===== config.mk =====
export PLATFORM = sky130hd
export DESIGN_NAME = gpiob_top
export DESIGN_NICKNAME = d
export VERILOG_FILES = /design/src/gpiob_pkg.sv /design/src/gpiob_top.sv
export SDC_FILE = /design/constraint.sdc
export NUM_CORES = 1
export LEC_CHECK = 0
export BUFFER_PORTS_ARGS = -buffer_cell sky130_fd_sc_hd__buf_2
export CAP_MARGIN = 20
export CORE_MARGIN = 1
export CORE_UTILIZATION = 45
export DETAILED_ROUTE_END_ITERATION = 10
export GPL_TIMING_DRIVEN = 0
export PLACE_DENSITY_LB_ADDON = 0.1
export SLEW_MARGIN = 20
export SYNTH_ARGS = -nofsm -noshare
export SYNTH_HDL_FRONTEND = slang
export SYNTH_SLANG_ARGS = --single-unit

===== constraint.sdc =====
create_clock -name REF_CLK -period 3.7 [get_ports REF_CLK]
set_clock_uncertainty 0.1 [all_clocks]
set_input_delay 0.555 -clock REF_CLK [delete_from_list [all_inputs] [get_ports REF_CLK]]
set_output_delay 0.555 -clock REF_CLK [all_outputs]
set_load 0.02 [all_outputs]

===== src/gpiob_pkg.sv =====
// Purpose: constants and types for the general-purpose pin block
// Assumes: classic wishbone slave, 32-bit data, byte addresses = offset*4
// Notes: printed offsets are register indices
package gpiob_pkg;
   // ****************************************
   // register indices
   // ****************************************
   localparam logic [7:0] IDX_P0_DIR = 8'hb8;
   localparam logic [7:0] IDX_P1_DIR = 8'hc1;
   localparam logic [7:0] IDX_P2_DIR = 8'hc2;
   localparam logic [7:0] IDX_P5_DIR = 8'hc5;
   localparam logic [7:0] IDX_P0_DAT = 8'hd0;
   localparam logic [7:0] IDX_P1_DAT = 8'hd1;
   localparam logic [7:0] IDX_P2_DAT = 8'hd2;
   localparam logic [7:0] IDX_P5_DAT = 8'hd5;
   localparam logic [7:0] IDX_P0_PU = 8'he0;
   localparam logic [7:0] IDX_P1_PU = 8'he1;
   localparam logic [7:0] IDX_P2_PU = 8'he2;
   localparam logic [7:0] IDX_P5_PU = 8'he5;
   localparam logic [7:0] IDX_OD_CTL = 8'he9;
   localparam logic [7:0] IDX_SHARE_CTL = 8'hf0;
   localparam logic [7:0] IDX_SHARE_STAT = 8'hf1;
   // ****************************************
   // implemented bit masks and reset values
   // ****************************************
   localparam logic [7:0] MASK_P0 = 8'h01;
   localparam logic [7:0] MASK_P1_DIR = 8'h0d;
   localparam logic [7:0] MASK_P1_DAT = 8'h0f;
   localparam logic [7:0] MASK_P2 = 8'h3f;
   localparam logic [7:0] MASK_P5 = 8'h10;
   localparam logic [7:0] MASK_OD = 8'h01;
   localparam logic [7:0] RST_VAL = 8'h00;
   localparam logic [7:0] RST_SHARE = 8'h10;
   // ****************************************
   // field positions
   // ****************************************
   localparam int BIT_OD_EN = 0;
   localparam int BIT_P10 = 0;
   localparam int BIT_P11 = 1;
   localparam int BIT_P12 = 2;
   localparam int BIT_P13 = 3;
   localparam int BIT_P54 = 4;
   localparam int BIT_EDGE_LO = 3;
   localparam int BIT_EDGE_HI = 4;
   localparam int BIT_IRQ_EN = 0;
   localparam int NUM_PINS = 12;
   // ****************************************
   // high clock source options
   // ****************************************
   typedef enum logic [2:0] {
      GPIOB_CLK_IHRC, GPIOB_CLK_RC, GPIOB_CLK_32K, GPIOB_CLK_4M,
      GPIOB_CLK_12M, GPIOB_CLK_RC_RTC
   } gpiob_clk_t;
   typedef struct packed {
      logic [7:0] p0;
      logic [7:0] p1;
      logic [7:0] p2;
      logic [7:0] p5;
   } gpiob_ports_t;
endpackage


===== src/gpiob_top.sv =====
// Purpose: 12-pin general-purpose port block with wishbone registers
// Assumes: inputs synchronous to REF_CLK (50 MHz); RST synchronous high
// Notes: one-cycle ack; register at byte address = index*4
//
// Notes on behaviour
// - twelve pins over ports 0,1,2,5, several shared with special uses
// - direction bit 0 makes pin input, 1 makes it output
// - direction bits are written as a whole byte; no single-bit set or clear
// - port 1 pin 1 is input only; its direction bit has no effect
// - pull-up bit 1 enables pull-up, only while pin is input
// - port 1 pin 1 has no pull-up; its pull-up bit does nothing
// - open-drain control bit 0 set enables open-drain on port 1 pin 0
// - open-drain drives only low; high releases to external pull-up
// - open-drain off returns pin 0 of port 1 to its direction mode
// - with reset-pin option, port 1 pin 1 data always reads 1
// - port 1 pin 1 acts as external reset when option selects reset
// - port 1 pin 3 becomes oscillator input for rc, 32k, 4m, 12m, rtc
// - port 1 pin 2 becomes oscillator output for 32k, 4m, 12m, rtc
// - port 0 pin 0 is ext interrupt; edge field 01 rise 10 fall 11 both
`timescale 1ns/100ps
module gpiob_top #(
   parameter int ADDR_W = 10
) (
   input wire logic REF_CLK,
   input wire logic RST,
   input wire logic WB_CYC_I,
   input wire logic WB_STB_I,
   input wire logic WB_WE_I,
   input wire logic [ADDR_W-1:0] WB_ADR_I,
   input wire logic [3:0] WB_SEL_I,
   input wire logic [31:0] WB_DAT_I,
   output logic [31:0] WB_DAT_O,
   output logic WB_ACK_O,
   input wire gpiob_pkg::gpiob_ports_t PIN_I,
   output gpiob_pkg::gpiob_ports_t PIN_O,
   output gpiob_pkg::gpiob_ports_t PIN_OE,
   output gpiob_pkg::gpiob_ports_t PULLUP_EN,
   input wire logic RESET_PIN_OPT,
   input wire gpiob_pkg::gpiob_clk_t HIGH_CLK_OPT,
   input wire logic TIMER_EN,
   input wire logic PWM_OUT_EN,
   input wire logic BUZZER_OUT_EN,
   input wire logic PWM_IN,
   input wire logic BUZZER_IN,
   output logic EXT_RESET_REQ,
   output logic EXT_IRQ_EVENT,
   output logic OSC_IN_SEL,
   output logic OSC_OUT_SEL
);
   initial begin
      if (ADDR_W < 10) $error("ADDR_W must be at least 10");
   end
   // ****************************************
   // bus decode
   // ****************************************
   logic [7:0] idx;
   logic req;
   logic wr;
   logic [7:0] wdat;
   logic ack_ff;
   assign idx = WB_ADR_I[9:2];
   assign req = WB_CYC_I && WB_STB_I && !ack_ff;
   assign wr = req && WB_WE_I && WB_SEL_I[0];
   assign wdat = WB_DAT_I[7:0];
   assign WB_ACK_O = ack_ff;

   function automatic logic [7:0] upd(input logic [7:0] old,
                                      input logic [7:0] msk,
                                      input logic hit);
      upd = hit ? (wdat & msk) : old;
   endfunction

   always_ff @(posedge REF_CLK) begin
      if (RST) ack_ff <= 1'b0;
      else ack_ff <= req;
   end
   // ****************************************
   // registers
   // ****************************************
   gpiob_pkg::gpiob_ports_t dir_ff, dat_ff, pu_ff;
   logic [7:0] od_ff;
   logic [7:0] share_ff;
   // whole-byte writes, only when sel lane 0 is set; no single-bit writes
   always_ff @(posedge REF_CLK) begin
      if (RST) dir_ff <= '0;
      else begin
         dir_ff.p0 <= upd(dir_ff.p0, gpiob_pkg::MASK_P0,
            wr && idx == gpiob_pkg::IDX_P0_DIR);
         dir_ff.p1 <= upd(dir_ff.p1, gpiob_pkg::MASK_P1_DIR,
            wr && idx == gpiob_pkg::IDX_P1_DIR);
         dir_ff.p2 <= upd(dir_ff.p2, gpiob_pkg::MASK_P2,
            wr && idx == gpiob_pkg::IDX_P2_DIR);
         dir_ff.p5 <= upd(dir_ff.p5, gpiob_pkg::MASK_P5,
            wr && idx == gpiob_pkg::IDX_P5_DIR);
      end
   end
   always_ff @(posedge REF_CLK) begin
      if (RST) dat_ff <= '0;
      else begin
         dat_ff.p0 <= upd(dat_ff.p0, gpiob_pkg::MASK_P0,
            wr && idx == gpiob_pkg::IDX_P0_DAT);
         dat_ff.p1 <= upd(dat_ff.p1, gpiob_pkg::MASK_P1_DIR,
            wr && idx == gpiob_pkg::IDX_P1_DAT);
         dat_ff.p2 <= upd(dat_ff.p2, gpiob_pkg::MASK_P2,
            wr && idx == gpiob_pkg::IDX_P2_DAT);
         dat_ff.p5 <= upd(dat_ff.p5, gpiob_pkg::MASK_P5,
            wr && idx == gpiob_pkg::IDX_P5_DAT);
      end
   end
   always_ff @(posedge REF_CLK) begin
      if (RST) pu_ff <= '0;
      else begin
         pu_ff.p0 <= upd(pu_ff.p0, gpiob_pkg::MASK_P0,
            wr && idx == gpiob_pkg::IDX_P0_PU);
         pu_ff.p1 <= upd(pu_ff.p1, gpiob_pkg::MASK_P1_DIR,
            wr && idx == gpiob_pkg::IDX_P1_PU);
         pu_ff.p2 <= upd(pu_ff.p2, gpiob_pkg::MASK_P2,
            wr && idx == gpiob_pkg::IDX_P2_PU);
         pu_ff.p5 <= upd(pu_ff.p5, gpiob_pkg::MASK_P5,
            wr && idx == gpiob_pkg::IDX_P5_PU);
      end
   end
   // open-drain control kept apart from direction so mode returns
   always_ff @(posedge REF_CLK) begin
      if (RST) od_ff <= gpiob_pkg::RST_VAL;
      else od_ff <= upd(od_ff, gpiob_pkg::MASK_OD,
         wr && idx == gpiob_pkg::IDX_OD_CTL);
   end
   // bit 0 irq enable, bits 4:3 edge select
   always_ff @(posedge REF_CLK) begin
      if (RST) share_ff <= gpiob_pkg::RST_SHARE;
      else share_ff <= upd(share_ff, 8'h19,
         wr && idx == gpiob_pkg::IDX_SHARE_CTL);
   end
   // ****************************************
   // special function selection
   // ****************************************
   logic osc_in;
   logic osc_out;
   logic od_on;
   logic irq_en;
   logic [1:0] edge_sel;
   logic pwm_sel;
   logic bz_sel;
   always_comb begin
      case (HIGH_CLK_OPT)
         gpiob_pkg::GPIOB_CLK_RC: begin
            osc_in = 1'b1;
            osc_out = 1'b0;
         end
         gpiob_pkg::GPIOB_CLK_32K, gpiob_pkg::GPIOB_CLK_4M,
         gpiob_pkg::GPIOB_CLK_12M, gpiob_pkg::GPIOB_CLK_RC_RTC: begin
            osc_in = 1'b1;
            osc_out = 1'b1;
         end
         default: begin
            osc_in = 1'b0;
            osc_out = 1'b0;
         end
      endcase
   end
   assign od_on = od_ff[gpiob_pkg::BIT_OD_EN];
   assign irq_en = share_ff[gpiob_pkg::BIT_IRQ_EN];
   assign edge_sel = share_ff[gpiob_pkg::BIT_EDGE_HI:
                              gpiob_pkg::BIT_EDGE_LO];
   assign pwm_sel = TIMER_EN && PWM_OUT_EN;
   assign bz_sel = TIMER_EN && BUZZER_OUT_EN && !PWM_OUT_EN;
   assign OSC_IN_SEL = osc_in;
   assign OSC_OUT_SEL = osc_out;
   // ****************************************
   // pin drive
   // ****************************************
   always_comb begin
      PIN_O = dat_ff;
      PIN_OE = dir_ff;
      PIN_OE.p1[gpiob_pkg::BIT_P11] = 1'b0;
      if (od_on) begin
         PIN_O.p1[gpiob_pkg::BIT_P10] = 1'b0;
         PIN_OE.p1[gpiob_pkg::BIT_P10] =
            dir_ff.p1[gpiob_pkg::BIT_P10] &&
            !dat_ff.p1[gpiob_pkg::BIT_P10];
      end
      if (osc_in) PIN_OE.p1[gpiob_pkg::BIT_P13] = 1'b0;
      if (osc_out) PIN_OE.p1[gpiob_pkg::BIT_P12] = 1'b0;
      if (pwm_sel || bz_sel) begin
         PIN_OE.p5[gpiob_pkg::BIT_P54] = 1'b1;
         PIN_O.p5[gpiob_pkg::BIT_P54] = pwm_sel ? PWM_IN : BUZZER_IN;
      end
      if (irq_en) PIN_OE.p0[0] = 1'b0;
      PULLUP_EN = pu_ff & ~PIN_OE;
      PULLUP_EN.p1[gpiob_pkg::BIT_P11] = 1'b0;
      if (osc_in) PULLUP_EN.p1[gpiob_pkg::BIT_P13] = 1'b0;
      if (osc_out) PULLUP_EN.p1[gpiob_pkg::BIT_P12] = 1'b0;
   end
   // ****************************************
   // external reset and interrupt edge
   // ****************************************
   logic p00_ff;
   logic rise;
   logic fall;
   always_ff @(posedge REF_CLK) begin
      if (RST) p00_ff <= 1'b0;
      else p00_ff <= PIN_I.p0[0];
   end
   assign rise = PIN_I.p0[0] && !p00_ff;
   assign fall = !PIN_I.p0[0] && p00_ff;
   always_ff @(posedge REF_CLK) begin
      if (RST) EXT_IRQ_EVENT <= 1'b0;
      else EXT_IRQ_EVENT <= (edge_sel[0] && rise) ||
                            (edge_sel[1] && fall);
   end
   // reset request when pin low and option selects reset
   always_ff @(posedge REF_CLK) begin
      if (RST) EXT_RESET_REQ <= 1'b0;
      else EXT_RESET_REQ <= RESET_PIN_OPT &&
                            !PIN_I.p1[gpiob_pkg::BIT_P11];
   end
   // ****************************************
   // read path
   // ****************************************
   gpiob_pkg::gpiob_ports_t rd_pins;
   logic [7:0] rdat;
   always_comb begin
      rd_pins = (PIN_I & ~PIN_OE) | (dat_ff & PIN_OE);
      if (RESET_PIN_OPT) rd_pins.p1[gpiob_pkg::BIT_P11] = 1'b1;
      case (idx)
         gpiob_pkg::IDX_P0_DIR: rdat = dir_ff.p0;
         gpiob_pkg::IDX_P1_DIR: rdat = dir_ff.p1;
         gpiob_pkg::IDX_P2_DIR: rdat = dir_ff.p2;
         gpiob_pkg::IDX_P5_DIR: rdat = dir_ff.p5;
         gpiob_pkg::IDX_P0_DAT: rdat = rd_pins.p0 & gpiob_pkg::MASK_P0;
         gpiob_pkg::IDX_P1_DAT:
            rdat = rd_pins.p1 & gpiob_pkg::MASK_P1_DAT;
         gpiob_pkg::IDX_P2_DAT: rdat = rd_pins.p2 & gpiob_pkg::MASK_P2;
         gpiob_pkg::IDX_P5_DAT: rdat = rd_pins.p5 & gpiob_pkg::MASK_P5;
         gpiob_pkg::IDX_SHARE_CTL: rdat = share_ff;
         gpiob_pkg::IDX_SHARE_STAT:
            rdat = {4'h0, bz_sel, pwm_sel, osc_out, osc_in};
         default: rdat = 8'h00;
      endcase
   end
   always_ff @(posedge REF_CLK) begin
      if (RST) WB_DAT_O <= 32'h0;
      else if (req && !WB_WE_I) WB_DAT_O <= {24'h0, rdat};
   end
endmodule // gpiob_top


# Yosys cells after proc, flatten, opt, wreduce, memory -nomap -nowiden
# Cells that the tools add are included.
[totals]
ff_bits = 49
in_bits = 92
output_inout_bits = 133
word_cells = 97
[op_classes]
eq_ne = 20
muxes = 14
bitwise = 5
n_reduce_logical = 39
[op_table]
columns = ["operator", "count"]
rows = [
  ["8-bit equality test (second input constant)", 15],
  ["6-bit one-hot mux with 10 select lines", 1],
  ["25-bit bitwise AND", 2],
  ["25-bit by 32-bit bitwise AND with 32-bit output", 1],
  ["25-bit inverter with 32-bit output", 1],
  ["1-bit logical AND", 28],
  ["25-bit OR", 1],
  ["1-bit 2-to-1 mux", 13],
  ["1-bit zero test", 7],
  ["3-bit by 2-bit equality test with 1-bit output (second input constant)", 2],
  ["3-bit equality test (second input constant)", 2],
  ["5-bit OR reduction", 1],
  ["4-bit OR reduction", 1],
  ["3-bit by 1-bit equality test with 1-bit output (second input constant)", 1],
  ["1-bit logical OR", 2],
]

# Logic depth before layout (Yosys ltp)
[logic_depth]
word_depth = 9
mapped_depth = 7
depth_no_buf = 5

# Worst setup path before layout
# OpenSTA, ideal clock, no wires.
[synth_timing]
path_kind = "input port to output port"
startpoint = "input port HIGH_CLK_OPT[2]"
endpoint = "output port PULLUP_EN[19] in the netlist's numbering"
arrival_time_ps = 1493
required_time_ps = 3045
path_slack_ps = 1552
cell_stages = 3
n_path_buf = 0
cell_sequence = "nor3_1 > nor2_1 > nor3b_1"
[synth_rtl]
columns = ["item", "line", "source"]
rows = [
  ["start, declared", "gpiob_top.sv:39", "input wire gpiob_pkg::gpiob_clk_t HIGH_CLK_OPT,"],
  ["end, declared", "gpiob_top.sv:37", "output gpiob_pkg::gpiob_ports_t PULLUP_EN,"],
]

# Final worst setup path
[layout_timing]
startpoint = "register ack_ff, in the netlist WB_ACK_O"
endpoint = "register pu_ff[13] in the netlist's numbering"
[layout_between]
elab_chain_len = 5
[layout_lines]
columns = ["item", "line", "source"]
rows = [
  ["start, declared", "gpiob_top.sv:60", "logic ack_ff;"],
  ["start signal, assigned", "gpiob_top.sv:75", "else ack_ff <= req;"],
  ["1-bit zero test", "gpiob_top.sv:62", "assign req = WB_CYC_I && WB_STB_I && !ack_ff;"],
  ["1-bit logical AND", "gpiob_top.sv:62", ""],
  ["1-bit logical AND (2 in a row)", "gpiob_top.sv:63", "assign wr = req && WB_WE_I && WB_SEL_I[0];"],
  ["1-bit logical AND", "gpiob_top.sv:118", "wr && idx == gpiob_pkg::IDX_P2_PU);"],
  ["end, declared", "gpiob_top.sv:80", "gpiob_pkg::gpiob_ports_t dir_ff, dat_ff, pu_ff;"],
]
# Every way passes these cells.
# A chain may end at the register's enable or synchronous reset.

==> impl_metrics.env <==
export IMPL_core_area_mm2=0.00725
export IMPL_period_share=0.588
export IMPL_synth_async_reset_ratio=0
export IMPL_seq_area_um2=941
export IMPL_clkTransAtPathRegs_ns=0.09
export IMPL_grt_use_total=0.222
export IMPL_setup_worst_path_start_class="register"
export IMPL_grt_max_degree=16
export IMPL_hold_class="in2reg"
export IMPL_synth_edf_count=0
export IMPL_maxCapViolations=0
export IMPL_synth_simple_area_share=0.246
export IMPL_diodes=0
export IMPL_synthTopCellsByCount="buf_4 (108), dfxtp_1 (47), nand2_1 (41)"
export IMPL_design_area_mm2=0.00436
export IMPL_drive_above_1_share=0.373
export IMPL_netlist_area_mm2=0.00337
export IMPL_synthToLayoutAreaGrowth_pct=29.4
export IMPL_yosys_warnings=0
export IMPL_cts_made_buffers=5
export IMPL_setup_tns_ns=0
export IMPL_grt_pass1_vias=2667
export IMPL_finalSetupViolCount=0
export IMPL_worst_pin_slew_ns=0.761
export IMPL_cts_hold_buffers=0
export IMPL_status="completed"
export IMPL_synth_compound_area_share=0.136
export IMPL_cts_sinks=47
export IMPL_drtIter0Drc=259
export IMPL_fp_dieH_um=88.5
export IMPL_yosysSeqAreaShare=0.279
export IMPL_ir_worst_vdd_uv=140
export IMPL_finalCriticalPeriod_ns=2.18
export IMPL_die_area_mm2=0.00784
export IMPL_vias=3230
export IMPL_multi_input_area_mm2=0.00184
export IMPL_synth_xor_area_frac=0.00260
export IMPL_finalWirelength_um=8650
export IMPL_synthMuxAreaShare=0.0616
export IMPL_worstSetupPathType="reg2reg"
export IMPL_clockBufferDepth=2
export IMPL_ios=225
export IMPL_synth_most_common_cell="buf_4"
export IMPL_nets=683
export IMPL_p_per_area_mw_per_mm2=282
export IMPL_cts_resized=0
export IMPL_clk_insertion_delay_late_ns=0.31
export IMPL_synth_seq_cells=47
export IMPL_synth_fa_ha_area_frac=0
export IMPL_synth_top_area_share=0.279
export IMPL_slew_headroom=0.489
export IMPL_gp_congestion=0.885
export IMPL_grt_pass1_wl_um=13200
export IMPL_htreeDepth=2
export IMPL_cp_required_ns=3.77
export IMPL_antenna_found_initial=0
export IMPL_port_buffers=80
export IMPL_utilization=0.601
export IMPL_cp_arrival_ns=2.24
export IMPL_netlist_instances=416
export IMPL_row_count=31
export IMPL_fmaxAchievable_ghz=0.459
export IMPL_wire_per_inst_um=12.5
export IMPL_post_cts_buffers=0
export IMPL_synthFlopType="dfxtp_1"
export IMPL_start_util=0.465
export IMPL_via_per_inst=4.67
export IMPL_synth_top_family_by_area="buffers and inverters"
export IMPL_dp_cells=683
export IMPL_yosys_area_top_type="dfxtp_1"
export IMPL_crit_fanout=10
export IMPL_overflow=0
export IMPL_dpl_hpwl_um=6660
export IMPL_final_max_slew_viol_count=0
export IMPL_final_fill_count=713
export IMPL_synth_area_leaders="dfxtp_1 (28%), buf_4 (24%), a21oi_1 (4.9%)"
export IMPL_cp_end_kind="register"
export IMPL_rsz0062_at_grt="no"
export IMPL_hold_ws_ns=0.325
export IMPL_cts_root_buf="clkbuf_8"
export IMPL_dpl_cell_area_mm2=0.00423
export IMPL_cts_tree="yes"
export IMPL_layoutNonFillerInstCount=691
export IMPL_ant_nets=0
export IMPL_drc_errors=0
export IMPL_syn_avg_cell_area_um2=8.10
export IMPL_first_pass_iters=5
export IMPL_synth_distinct_cells=53
export IMPL_die_x_um=88.5
export IMPL_final_hold_viol_count=0
export IMPL_leakage_nw=2.18
-- routing by layer --
metal	share of wire	wire (µm)	GRT usage
met4	0.017	146	0.0880
met1	0.43	3680	0.302
met2	0.48	4150	0.352
met5	0	0	0
met3	0.078	672	0.0354
-- layout make-up --
| class | instances | share of cell area |
|---|---|---|
| well taps | 99 | 0.0284 |
| flip-flops and latches | 47 | 0.216 |
| inverters | 8 | 0.00688 |
| clock inverters | 3 | 0.0155 |
| clock buffers | 5 | 0.0158 |
| repair buffers | 80 | 0.0918 |
| plain buffers | 123 | 0.204 |
| multi-input cells | 326 | 0.422 |
-- layout by cell type (no fill, tap or decap), types with 2 or more instances in the layout --
cell	count
buf_4	108
conb_1	89
buf_2	83
dfxtp_1	47
nand2_1	41
a21oi_1	33
nor2_1	22
nand3_1	21
o21ai_0	15
mux2i_1	14
nor2b_1	12
clkbuf_1	10
inv_1	8
nand3b_1	8
mux2_2	6
nor3b_1	5
a22oi_1	5
clkbuf_8	5
and2_1	4
nand2b_1	4
a22o_1	3
nor4b_4	3
nand4_1	3
a211oi_1	3
and3b_1	2
nor4_4	2
nor2_2	2
nand4b_1	2
nand2_2	2
a32oi_1	2
o21ai_1	2
bufinv_16	2
-- worst max-delay path: stages (launching register included) --
cell and delay, ns:
dfxtp_1 0.32, nand3b_1 0.27, nor4_4 0.74, nand2_2 0.32, mux2i_1 0.23, nor2_1 0.06
-- final timing paths --
kind                            depth (start not counted)       from             to  slack, ns
worst min register to register                          2  pu_ff[24]      pu_ff[24]       0.35
worst max register to register                          5   WB_ACK_O      pu_ff[13]       1.52
worst min-delay path                                    2  PIN_I[17]  EXT_RESET_REQ       0.32
worst max-delay path                                    5   WB_ACK_O      pu_ff[13]       1.52
-- sequential cells by signal, indices dropped and copies added, names as in the netlist --
register       cells
share_ff           3
EXT_RESET_REQ      1
PIN_O              9
PIN_OE             6
dat_ff             2
EXT_IRQ_EVENT      1
WB_DAT_O           6
pu_ff             11
WB_ACK_O           1
dir_ff             5
od_ff              1
p00_ff             1
-- cells by family (layout without fill, tap and decap cells) --
| family | count (synthesis) | count (layout) |
|---|---|---|
| other | 1 | 89 |
| DFF | 47 | 47 |
| and+or+nand+nor | 141 | 141 |
| xor gates and xnor gates | 1 | 1 |
| AOI/OAI and AO/OA | 75 | 75 |
| muxes | 20 | 20 |
| buffers and inverters | 131 | 219 |
-- power breakdown --
part / switching, mW / internal (mW) / total [mW]
clock: 0.184 / 0.270 / 0.454
sequential: 0.000642 / 0.507 / 0.508
combinational: 0.164 / 0.106 / 0.270
total: 0.349 / 0.883 / 1.23
-- metrics by stage --
step | setup slack [ns] | power (mW)
after floorplan | 1.55 | 0.734
after global placement | 1.32 | 0.783
after detailed placement | 1.28 | 0.784
after CTS | 1.53 | 1.23
after global routing | 1.38 | 1.28
final | 1.52 | 1.23
Power figures use the tool's default switching activity.
